$ cat src/hw/sclks_params.svh
`ifndef SCLKS_PARAMS_SVH
`define SCLKS_PARAMS_SVH

// ----------------------------------------------------------------------
// Register byte offsets
// ----------------------------------------------------------------------
`define SCLKS_OFS_SYS 4'h0
`define SCLKS_OFS_HSC 4'h4
`define SCLKS_OFS_XTC 4'h8
`define SCLKS_OFS_STAT 4'hC

// ----------------------------------------------------------------------
// Field positions
// ----------------------------------------------------------------------
`define SCLKS_SYS_SEL_LSB 5
`define SCLKS_SYS_SRC_BIT 2
`define SCLKS_SYS_HSKEEP_BIT 1
`define SCLKS_SYS_LSKEEP_BIT 0
`define SCLKS_HSC_FREQ_LSB 2
`define SCLKS_HSC_FLAG_BIT 1
`define SCLKS_HSC_EN_BIT 0
`define SCLKS_XTC_SP_BIT 2
`define SCLKS_XTC_FLAG_BIT 1
`define SCLKS_XTC_EN_BIT 0

// ----------------------------------------------------------------------
// Reset values and codes
// ----------------------------------------------------------------------
`define SCLKS_SEL_RST 3'h0
`define SCLKS_SEL_SLOW 3'h7
`define SCLKS_FREQ_RST 2'h0
`define SCLKS_HSEN_RST 1'b1
`define SCLKS_FREQ_4M 2'h0
`define SCLKS_FREQ_8M 2'h1
`define SCLKS_FREQ_12M 2'h2
`define SCLKS_FREQ_4M_ALT 2'h3

// ----------------------------------------------------------------------
// Timing
// ----------------------------------------------------------------------
`define SCLKS_CLK_MHZ 50
`define SCLKS_HS_STAB_US 16
`define SCLKS_HS_STAB_CYC (`SCLKS_HS_STAB_US * `SCLKS_CLK_MHZ)
`define SCLKS_XT_SU_US 1000
`define SCLKS_XT_LP_US 2000
`define SCLKS_SWITCH_EDGES 4

`endif

$ cat src/hw/sclks_pkg.sv
package sclks_pkg;

  typedef enum logic [2:0] {
    SCLKS_MODE_FAST,
    SCLKS_MODE_SLOW,
    SCLKS_MODE_IDLE_LOW_ONLY,
    SCLKS_MODE_IDLE_BOTH,
    SCLKS_MODE_IDLE_HS_ONLY,
    SCLKS_MODE_SLEEP
  } sclks_mode_t;

  typedef enum logic [1:0] {
    SCLKS_SW_RUN,
    SCLKS_SW_COUNT,
    SCLKS_SW_ALIGN
  } sclks_sw_t;

endpackage

$ cat src/hw/sclks_top.sv
// The Avalon-MM register port and the placing of the registers were left to the implementer.
`timescale 1ns/1ps
`include "sclks_params.svh"

// Contract
// - 3-bit select picks high-speed clock, its /2../64 divisions, or low-speed.
// - Running CPU: codes 0-6 are fast mode, code 7 is slow mode.
// - Halted, hs keep-on clear, ls keep-on set: system and hs clocks stop.
// - One select bit picks crystal or low RC as the low-speed clock.
// - High-speed RC runs at 4, 8 or 12 MHz by a 2-bit field.
// - Enabling the crystal starts a start-up delay before it is usable.
// - Speed-up bit high gives speed-up start, low gives low-power mode.
// - Clearing speed-up after start keeps the crystal running uninterrupted; here xtal_speedup_en follows the bit at once, as at any other time.
// - Speed-up writes are ignored while the crystal drives the system clock.
// - Crystal works in either mode; low power only lengthens start-up.
// - Sleep or idle stops the CPU clock; peripheral clocks may continue.
// - In slow mode the high-speed oscillator follows its enable bit.
// - Crystal pins are free for general I/O when the crystal is unused.
// - Watchdog and time-base clocks come from the oscillators too.
// - Low-speed options are low RC about 32 kHz and crystal 32.768 kHz.
// - Enable or frequency change clears hs stable flag until settled.
// - Crystal enable clears the crystal stable flag until it settles.
// - Frequency field: 00 4 MHz, 01 8 MHz, 10 12 MHz, 11 4 MHz.
// - Switch completes after four current clock periods plus alignment.
module sclks_top
  import sclks_pkg::*;
#(
  parameter int XT_SU_CYC = `SCLKS_XT_SU_US * `SCLKS_CLK_MHZ,
  parameter int XT_LP_CYC = `SCLKS_XT_LP_US * `SCLKS_CLK_MHZ
) (
  // Clock, reset and enable
  input wire logic clock,
  input wire logic rst,
  input wire logic ce,
  // Avalon-MM slave
  input wire logic [3:0] avs_address,
  input wire logic avs_read,
  input wire logic avs_write,
  input wire logic [31:0] avs_writedata,
  output logic [31:0] avs_readdata,
  output logic avs_waitrequest,
  // CPU and watchdog state
  input wire logic cpu_halt,
  input wire logic wdt_enable,
  // Oscillator outputs, asynchronous
  input wire logic hs_rc_osc,
  input wire logic low_rc_osc,
  input wire logic ext_low_xtal_osc,
  // Oscillator controls
  output logic hs_osc_en,
  output logic [1:0] hs_freq_code,
  output logic low_rc_en,
  output logic xtal_osc_en,
  output logic xtal_speedup_en,
  output logic xtal_pins_osc,
  // Generated clocks
  output logic system_clk,
  output logic high_speed_clk,
  output logic [5:0] hs_div_clk,
  output logic low_speed_clk,
  output logic wdt_clk,
  output logic tbase_clk
);

  // --------------------------------------------------------------------
  // Declarations
  // --------------------------------------------------------------------
  logic [2:0] sys_clk_sel_q;
  logic slow_src_sel_q, hs_keep_on_halt_q, ls_keep_on_halt_q;
  logic [1:0] hs_freq_sel_q;
  logic hs_enable_q, hs_stable_flag_q;
  logic xtal_enable_q, xtal_speedup_q, xtal_stable_flag_q;
  logic [2:0] hs_sync_q, lr_sync_q, xt_sync_q;
  logic [5:0] div_cnt_q;
  logic [2:0] cur_sel_q;
  logic cur_src_q, cur_prev_q, sys_run_q;
  logic [2:0] edge_cnt_q;
  sclks_sw_t sw_q;
  sclks_mode_t mode_q;
  logic hs_on_q, hs_on_prev_q, ls_on_q, lr_on_q;
  logic [9:0] hs_stab_cnt_q;
  logic [16:0] xt_stab_cnt_q;
  logic wr_ack, rd_ack;
  logic [6:0] hs_taps;
  logic cur_lvl, tgt_lvl, ls_lvl, xt_sys;
  logic [31:0] rd_mux;

  function automatic logic tap_level(input logic [2:0] sel,
                                     input logic src,
                                     input logic [6:0] taps,
                                     input logic xt,
                                     input logic lr);
    if (sel == `SCLKS_SEL_SLOW) begin
      return src ? xt : lr;
    end
    return taps[sel];
  endfunction

  // --------------------------------------------------------------------
  // Bus slave
  // --------------------------------------------------------------------
  // One wait cycle per access; the access completes while waitrequest is
  // low, so a held request is never taken twice.
  assign wr_ack = avs_write && !avs_waitrequest;
  assign rd_ack = avs_read && !avs_waitrequest;

  always_ff @(posedge clock or posedge rst) begin
    if (rst) begin
      avs_waitrequest <= 1'b1;
    end else if (ce) begin
      avs_waitrequest <= !((avs_read || avs_write) && avs_waitrequest);
    end
  end

  always_comb begin
    rd_mux = 32'h0000_0000;
    unique case (avs_address)
      `SCLKS_OFS_SYS: begin
        rd_mux[`SCLKS_SYS_SEL_LSB +: 3] = sys_clk_sel_q;
        rd_mux[`SCLKS_SYS_SRC_BIT] = slow_src_sel_q;
        rd_mux[`SCLKS_SYS_HSKEEP_BIT] = hs_keep_on_halt_q;
        rd_mux[`SCLKS_SYS_LSKEEP_BIT] = ls_keep_on_halt_q;
      end
      `SCLKS_OFS_HSC: begin
        rd_mux[`SCLKS_HSC_FREQ_LSB +: 2] = hs_freq_sel_q;
        rd_mux[`SCLKS_HSC_FLAG_BIT] = hs_stable_flag_q;
        rd_mux[`SCLKS_HSC_EN_BIT] = hs_enable_q;
      end
      `SCLKS_OFS_XTC: begin
        rd_mux[`SCLKS_XTC_SP_BIT] = xtal_speedup_q;
        rd_mux[`SCLKS_XTC_FLAG_BIT] = xtal_stable_flag_q;
        rd_mux[`SCLKS_XTC_EN_BIT] = xtal_enable_q;
      end
      `SCLKS_OFS_STAT: begin
        rd_mux[2:0] = 3'(mode_q);
        rd_mux[3] = (sw_q != SCLKS_SW_RUN);
        rd_mux[6:4] = cur_sel_q;
        rd_mux[7] = cur_src_q;
      end
      default: rd_mux = 32'h0000_0000;
    endcase
  end

  always_ff @(posedge clock or posedge rst) begin
    if (rst) begin
      avs_readdata <= 32'h0000_0000;
    end else if (ce && avs_read && avs_waitrequest) begin
      avs_readdata <= rd_mux;
    end
  end

  // --------------------------------------------------------------------
  // Control registers
  // --------------------------------------------------------------------
  always_ff @(posedge clock or posedge rst) begin
    if (rst) begin
      sys_clk_sel_q <= `SCLKS_SEL_RST;
      slow_src_sel_q <= 1'b0;
      hs_keep_on_halt_q <= 1'b0;
      ls_keep_on_halt_q <= 1'b0;
    end else if (ce && wr_ack && avs_address == `SCLKS_OFS_SYS) begin
      sys_clk_sel_q <= avs_writedata[`SCLKS_SYS_SEL_LSB +: 3];
      slow_src_sel_q <= avs_writedata[`SCLKS_SYS_SRC_BIT];
      hs_keep_on_halt_q <= avs_writedata[`SCLKS_SYS_HSKEEP_BIT];
      ls_keep_on_halt_q <= avs_writedata[`SCLKS_SYS_LSKEEP_BIT];
    end
  end

  always_ff @(posedge clock or posedge rst) begin
    if (rst) begin
      hs_freq_sel_q <= `SCLKS_FREQ_RST;
      hs_enable_q <= `SCLKS_HSEN_RST;
    end else if (ce && wr_ack && avs_address == `SCLKS_OFS_HSC) begin
      hs_freq_sel_q <= avs_writedata[`SCLKS_HSC_FREQ_LSB +: 2];
      hs_enable_q <= avs_writedata[`SCLKS_HSC_EN_BIT];
    end
  end

  // The crystal drives the system clock only when slow mode and the
  // crystal source are both in force.
  assign xt_sys = (cur_sel_q == `SCLKS_SEL_SLOW) && cur_src_q;

  always_ff @(posedge clock or posedge rst) begin
    if (rst) begin
      xtal_enable_q <= 1'b0;
      xtal_speedup_q <= 1'b0;
    end else if (ce && wr_ack && avs_address == `SCLKS_OFS_XTC) begin
      xtal_enable_q <= avs_writedata[`SCLKS_XTC_EN_BIT];
      if (!xt_sys) begin
        xtal_speedup_q <= avs_writedata[`SCLKS_XTC_SP_BIT];
      end
    end
  end

  // --------------------------------------------------------------------
  // Oscillator sampling and divider
  // --------------------------------------------------------------------
  always_ff @(posedge clock or posedge rst) begin
    if (rst) begin
      hs_sync_q <= 3'h0;
      lr_sync_q <= 3'h0;
      xt_sync_q <= 3'h0;
    end else if (ce) begin
      hs_sync_q <= {hs_sync_q[1:0], hs_rc_osc};
      lr_sync_q <= {lr_sync_q[1:0], low_rc_osc};
      xt_sync_q <= {xt_sync_q[1:0], ext_low_xtal_osc};
    end
  end

  // Each divider bit toggles on a high-speed rising edge, giving /2../64.
  always_ff @(posedge clock or posedge rst) begin
    if (rst) begin
      div_cnt_q <= 6'h00;
    end else if (ce && hs_sync_q[1] && !hs_sync_q[2]) begin
      div_cnt_q <= div_cnt_q + 6'h01;
    end
  end

  assign hs_taps = {div_cnt_q, hs_sync_q[1]};
  assign ls_lvl = slow_src_sel_q ? xt_sync_q[1] : lr_sync_q[1];
  assign cur_lvl = tap_level(cur_sel_q, cur_src_q, hs_taps,
                             xt_sync_q[1], lr_sync_q[1]);
  assign tgt_lvl = tap_level(sys_clk_sel_q, slow_src_sel_q, hs_taps,
                             xt_sync_q[1], lr_sync_q[1]);

  // --------------------------------------------------------------------
  // Glitch-free source switch
  // --------------------------------------------------------------------
  // A change waits for four rising edges of the current clock, then for
  // the current clock to have been low two samples and the target to be
  // low, so no output phase is shorter than two cycles.
  always_ff @(posedge clock or posedge rst) begin
    if (rst) begin
      sw_q <= SCLKS_SW_RUN;
      cur_sel_q <= `SCLKS_SEL_RST;
      cur_src_q <= 1'b0;
      edge_cnt_q <= 3'h0;
      cur_prev_q <= 1'b0;
    end else if (ce) begin
      cur_prev_q <= cur_lvl;
      unique case (sw_q)
        SCLKS_SW_RUN: begin
          edge_cnt_q <= 3'h0;
          if (sys_clk_sel_q != cur_sel_q || slow_src_sel_q != cur_src_q) begin
            sw_q <= SCLKS_SW_COUNT;
          end
        end
        SCLKS_SW_COUNT: begin
          if (cur_lvl && !cur_prev_q) begin
            edge_cnt_q <= edge_cnt_q + 3'h1;
            if (edge_cnt_q == 3'(`SCLKS_SWITCH_EDGES - 1)) begin
              sw_q <= SCLKS_SW_ALIGN;
            end
          end
        end
        SCLKS_SW_ALIGN: begin
          if (!cur_lvl && !cur_prev_q && !tgt_lvl) begin
            cur_sel_q <= sys_clk_sel_q;
            cur_src_q <= slow_src_sel_q;
            sw_q <= SCLKS_SW_RUN;
          end
        end
        default: begin
          sw_q <= SCLKS_SW_RUN;
        end
      endcase
    end
  end

  // The run gate only moves while the clock is low, so a halt never
  // shortens a high phase.
  always_ff @(posedge clock or posedge rst) begin
    if (rst) begin
      sys_run_q <= 1'b1;
      system_clk <= 1'b0;
    end else if (ce) begin
      if (!cur_lvl) begin
        sys_run_q <= !cpu_halt;
      end
      system_clk <= cur_lvl && sys_run_q;
    end
  end

  // --------------------------------------------------------------------
  // Operating mode and oscillator gating
  // --------------------------------------------------------------------
  always_ff @(posedge clock or posedge rst) begin
    if (rst) begin
      mode_q <= SCLKS_MODE_FAST;
    end else if (ce) begin
      if (!cpu_halt) begin
        mode_q <= (sys_clk_sel_q == `SCLKS_SEL_SLOW) ? SCLKS_MODE_SLOW
                                                     : SCLKS_MODE_FAST;
      end else if (!hs_keep_on_halt_q && ls_keep_on_halt_q) begin
        mode_q <= SCLKS_MODE_IDLE_LOW_ONLY;
      end else if (hs_keep_on_halt_q && ls_keep_on_halt_q) begin
        mode_q <= SCLKS_MODE_IDLE_BOTH;
      end else if (hs_keep_on_halt_q) begin
        mode_q <= SCLKS_MODE_IDLE_HS_ONLY;
      end else begin
        mode_q <= SCLKS_MODE_SLEEP;
      end
    end
  end

  always_ff @(posedge clock or posedge rst) begin
    if (rst) begin
      hs_on_q <= 1'b1;
      ls_on_q <= 1'b1;
      lr_on_q <= 1'b1;
    end else if (ce) begin
      unique case (mode_q)
        SCLKS_MODE_FAST: begin
          hs_on_q <= 1'b1;
          ls_on_q <= 1'b1;
          lr_on_q <= 1'b1;
        end
        SCLKS_MODE_SLOW: begin
          hs_on_q <= hs_enable_q;
          ls_on_q <= 1'b1;
          lr_on_q <= 1'b1;
        end
        SCLKS_MODE_IDLE_LOW_ONLY: begin
          hs_on_q <= 1'b0;
          ls_on_q <= 1'b1;
          lr_on_q <= 1'b1;
        end
        SCLKS_MODE_IDLE_BOTH: begin
          hs_on_q <= 1'b1;
          ls_on_q <= 1'b1;
          lr_on_q <= 1'b1;
        end
        SCLKS_MODE_IDLE_HS_ONLY: begin
          hs_on_q <= 1'b1;
          ls_on_q <= (cur_sel_q != `SCLKS_SEL_SLOW);
          lr_on_q <= 1'b1;
        end
        SCLKS_MODE_SLEEP: begin
          hs_on_q <= 1'b0;
          ls_on_q <= 1'b0;
          lr_on_q <= wdt_enable;
        end
        default: begin
          hs_on_q <= 1'b1;
          ls_on_q <= 1'b1;
          lr_on_q <= 1'b1;
        end
      endcase
    end
  end

  // --------------------------------------------------------------------
  // Stable flags
  // --------------------------------------------------------------------
  // The flag drops on enable or on any frequency write that changes the
  // field, and rises after the settling count.
  always_ff @(posedge clock or posedge rst) begin
    if (rst) begin
      hs_on_prev_q <= 1'b0;
      hs_stab_cnt_q <= 10'h000;
      hs_stable_flag_q <= 1'b0;
    end else if (ce) begin
      hs_on_prev_q <= hs_on_q;
      if (!hs_on_q || (hs_on_q && !hs_on_prev_q) ||
          (wr_ack && avs_address == `SCLKS_OFS_HSC &&
           avs_writedata[`SCLKS_HSC_FREQ_LSB +: 2] != hs_freq_sel_q)) begin
        hs_stab_cnt_q <= 10'h000;
        hs_stable_flag_q <= 1'b0;
      end else if (hs_stab_cnt_q == 10'(`SCLKS_HS_STAB_CYC - 1)) begin
        hs_stable_flag_q <= 1'b1;
      end else begin
        hs_stab_cnt_q <= hs_stab_cnt_q + 10'h001;
      end
    end
  end

  // The speed-up bit only picks the start-up count; once stable, clearing
  // it leaves the flag set, while xtal_speedup_en still follows the bit.
  always_ff @(posedge clock or posedge rst) begin
    if (rst) begin
      xt_stab_cnt_q <= 17'h00000;
      xtal_stable_flag_q <= 1'b0;
    end else if (ce) begin
      if (!xtal_enable_q) begin
        xt_stab_cnt_q <= 17'h00000;
        xtal_stable_flag_q <= 1'b0;
      end else if (!xtal_stable_flag_q) begin
        if (xt_stab_cnt_q >= 17'(xtal_speedup_q ? XT_SU_CYC - 1
                                                : XT_LP_CYC - 1)) begin
          xtal_stable_flag_q <= 1'b1;
        end else begin
          xt_stab_cnt_q <= xt_stab_cnt_q + 17'h00001;
        end
      end
    end
  end

  // --------------------------------------------------------------------
  // Oscillator controls and peripheral clocks
  // --------------------------------------------------------------------
  always_ff @(posedge clock or posedge rst) begin
    if (rst) begin
      hs_osc_en <= 1'b1;
      hs_freq_code <= `SCLKS_FREQ_4M;
      low_rc_en <= 1'b1;
      xtal_osc_en <= 1'b0;
      xtal_speedup_en <= 1'b0;
      xtal_pins_osc <= 1'b0;
    end else if (ce) begin
      hs_osc_en <= hs_on_q;
      if (hs_freq_sel_q == `SCLKS_FREQ_4M_ALT) begin
        hs_freq_code <= `SCLKS_FREQ_4M;
      end else begin
        hs_freq_code <= hs_freq_sel_q;
      end
      low_rc_en <= lr_on_q;
      xtal_osc_en <= xtal_enable_q;
      xtal_speedup_en <= xtal_speedup_q;
      xtal_pins_osc <= xtal_enable_q || xt_sys;
    end
  end

  always_ff @(posedge clock or posedge rst) begin
    if (rst) begin
      high_speed_clk <= 1'b0;
      hs_div_clk <= 6'h00;
      low_speed_clk <= 1'b0;
      wdt_clk <= 1'b0;
      tbase_clk <= 1'b0;
    end else if (ce) begin
      high_speed_clk <= hs_sync_q[1] && hs_on_q;
      hs_div_clk <= div_cnt_q & {6{hs_on_q}};
      low_speed_clk <= ls_lvl && ls_on_q;
      wdt_clk <= lr_sync_q[1] && lr_on_q;
      tbase_clk <= ls_lvl && ls_on_q;
    end
  end

endmodule

$ cat config.mk
export PLATFORM = sky130hd
export DESIGN_NAME = sclks_top
export DESIGN_NICKNAME = d
export VERILOG_FILES = /design/src/hw/sclks_pkg.sv /design/src/hw/sclks_top.sv
export VERILOG_INCLUDE_DIRS = /design/src /design/src/hw
export SDC_FILE = /design/constraint.sdc
export NUM_CORES = 1
export LEC_CHECK = 0
export BUFFER_PORTS_ARGS = -buffer_cell sky130_fd_sc_hd__buf_4
export CAP_MARGIN = 20
export CORE_MARGIN = 1.5
export CORE_UTILIZATION = 50
export DETAILED_ROUTE_END_ITERATION = 8
export PLACE_DENSITY = 0.76
export SLEW_MARGIN = 10
export SYNTH_ARGS = -nofsm -noshare
export SYNTH_HDL_FRONTEND = slang
export SYNTH_SLANG_ARGS = --single-unit
$ cat constraint.sdc
create_clock -name clock -period 2.9 [get_ports clock]
set_input_delay 0.435 -clock clock [delete_from_list [all_inputs] [get_ports clock]]
set_output_delay 0.435 -clock clock [all_outputs]
set_load 0.02 [all_outputs]
==> results.txt <==
Setup WS pre-CTS -> 0.380 ns
GR Layer Usage met2 -> 34.6%
Cell Area, Synth -> 5130 um2
combinational family with the most area after synthesis -> compound AO/OA/AOI/OAI gates
Syn Inst Count -> 491
setup tns final -> 0 ns
gr usage total -> 20.8%
clock root cell -> clkbuf_8
layout cells sized above 1 -> 22.3%
via count -> 3855
slowest stage delay, CP -> 0.61 ns
Worst EP arrival -> 2.84 ns
crit path buf inv count -> 0
Final GP Congestion -> 0.859
# DRC -> 0
DRT Pass-1 Iters -> 5
Syn Area/Cell -> 10.5 um2
final setup fails -> 0
Lkg Pwr -> 2.60 nW
final core occ -> 57.9%
Die X -> 104 um
fmax -> 387 MHz
fin area -> 5710 um2
Final Cycle Share -> 89.2%
starting density of the core -> 52.0%
grt total ovfl -> 0
RSZ-0062 raised after global routing -> false
Iter 0 DRT Violations -> 187
Core Region -> 9860 um2
vias in the first global route -> 3812
initial antenna violation count -> 0
Yosys top cell area share -> 43.4%
clk sinks -> 97
sequential element share of the synthesized area -> 47.5%
final worst slack -> 0.314 ns
P per Cell Area -> 579 nW/um2
status -> finished, final reports clean
max_slew headroom -> 35.0%
Synth area leader -> dfrtp_1
Slowest-stage cell, CP -> a211oi_1
Synth Area in Compound Gates -> 15.6%
post-CTS sizing -> 0
busiest grt layer -> met2
setup slack, reg-to-reg -> 0.31 ns
worst hold path type -> input pin to asynchronous set/reset pin
Synth Area in Simple Gates -> 15.2%
PortBufs -> 47
synth unique cells -> 64
ys flop type -> dfrtp_1
first-pass GRT wire length -> 18400 um
grt met3 use -> 4.64%
max-cap violation count -> 0
top post-synthesis cells by area -> dfrtp_1 43%, mux2_2 5.5%, dfstp_2 4.1%, buf_4 3.7%, nand2_1 3.2%
Clk Latency, worst-skew pair -> 0.37 ns
die area -> 10900 um2
post-synthesis mux area share -> 8.65%
WS Path Type -> flop to flop
Post-layout nets -> 587
crit-path cells -> ha_1 > nand2b_1 > a211oi_1 > a21o_1 > nor2_2 > a221o_1
Post-synth EDFFs -> 0
Max VDD drop -> 0.000304 V
adder-cell share of the synthesized area -> 2.92%
Seq cells post-synth -> 97
Max FO, Critical Path -> 10
ANT cells -> 0
Area Growth Syn to Fin -> 11.3%
largest net degree at the start of global routing -> 71
final hold viol count -> 0
fin cells -> 667
final wirelength -> 10800 um
GR Util met1 -> 27.6%
Post-synth ARST share -> 100%
DIE HEIGHT -> 104 um
delay-heaviest family, CP -> compound AO/OA/AOI/OAI gates
ANT nets after route -> 0
Hold Slack -> 0.136 ns
CP required -> 3.15 ns
Hold Buf Count CTS -> 0
pins over their slew limit -> 0
Area after DPL -> 5520 um2
min cycle time layout -> 2.59 ns
routed vias/inst -> 5.78
I/O pins -> 97
CTS tree -> yes
H-tree levels -> 3
clock transition at the registers of the reported paths -> 0.10 ns
Fill cells -> 844
routed len/inst -> 16.2 um
total power -> 3.31 mW
post-detail-place hpwl -> 7620 um
type of origin of the critical path -> flop
Worst-Margin Slew -> 0.970 ns
cts bufs inserted -> 9
cell count after placement -> 651
Layout Skew -> 0.0161 ns
postcts setup bufs -> 0
yosys warns -> 0
area share of xor/xnor cells in the synthesized design -> 3.58%
row cnt -> 36
Setup crit end kind -> flop
Max Buffers Root-to-Sink -> 2
==> area by class of cell <==
| cell class | instances | area [um2] | area share (%) |
|---|---|---|---|
| timing repair buffer | 52 | 403 | 7.05 |
| clock inverter | 5 | 63.8 | 1.12 |
| inverter | 15 | 60.1 | 1.05 |
| sequential | 97 | 2440 | 42.7 |
| multi-input combinational | 354 | 2450 | 42.9 |
| tap | 133 | 166 | 2.91 |
| clock buffer | 11 | 131 | 2.30 |
==> power breakdown <==
part / switching, mW / internal (mW)
clock network: 0.493 / 0.406
logic: 0.362 / 0.319
registers: 0.199 / 1.53
total: 1.06 / 2.26
==> kinds of logic after synthesis <==
kind of cell	Yosys count
mux	35
fa+ha+maj	12
other cells	1
simple gates	154
xor+xnor	21
flops	97
compound gates	108
buf+inv	63
==> placed cells by master, fill, tap and decap left out, types with 3 or more instances in the layout <==
cell and count:
a22o_1 12, a21o_1 4, mux4_2 5, and4_1 4
clkbuf_8 9, a31oi_1 13, xor2_1 12, a22oi_1 3
a21oi_1 13, nand3_1 16, ha_1 12, o2bb2ai_1 4
nor2_1 38, buf_4 51, nor3_1 4, nand2b_1 5
dfrtp_1 89, mux2_2 25, mux2i_1 5, o22ai_1 3
o211ai_1 6, o21ai_0 15, or4_1 5, nand4_1 11
dfstp_2 8, a31o_2 7, conb_1 24, inv_1 14
nand2_1 44, and2_1 3, nor2b_1 3, xnor2_1 9
a41o_1 3, and3_1 7, o31ai_1 6
==> Yosys cell counts, drive strengths merged (2+ instances only) <==
cell     number
a211oi        2
a21o          4
a21oi        13
a22o         12
a22oi         3
a31o          7
a31oi        13
a41o          3
and2          4
and3          7
and4          4
buf          28
clkbuf       20
dfrtp        89
dfstp         8
ha           12
inv          15
mux2         25
mux2i         5
mux4          5
nand2        44
nand2b        5
nand3        16
nand4        11
nand4b        2
nand4bb       2
nor2         39
nor2b         3
nor3          4
nor3b         2
o211ai        6
o21ai        15
o221ai        2
o22ai         3
o2bb2ai       4
o31ai         6
or3           2
or4           6
xnor2         9
xor2         12
==> per-layer routing <==
layer	vias to the layer above	part of all wire (%)
li1	1831	-
met1	1902	45
met2	111	49
met3	11	5.4
met4	0	0.92
met5	-	0
==> final timing paths <==
path | startpoint | to | depth (start not counted)
max in group asynchronous | rst | lr_on_q$_DFFE_PP1P_ | 3
worst max-delay path | xt_stab_cnt_q[0]$_DFFE_PP0P_ | xt_stab_cnt_q[0]$_DFFE_PP0P_ | 6
worst min register to register | sys_run_q$_DFFE_PP1P_ | sys_run_q$_DFFE_PP1P_ | 2
worst min-delay path | rst | hs_stab_cnt_q[8]$_DFFE_PP0P_ | 2
worst max register to register | xt_stab_cnt_q[0]$_DFFE_PP0P_ | xt_stab_cnt_q[0]$_DFFE_PP0P_ | 6
min in group clock | cpu_halt | sys_run_q$_DFFE_PP1P_ | 2
==> registers in the layout (all words and copies together), names as in the netlist, 3 cells and up <==
register,flops
avs_readdata,8
sys_clk_sel_q,3
cur_sel_q,3
hs_sync_q,3
div_cnt_q,6
xt_stab_cnt_q,17
hs_stab_cnt_q,10
hs_div_clk,6
mode_q,3
edge_cnt_q,3
(Power assumes the default switching activity.)
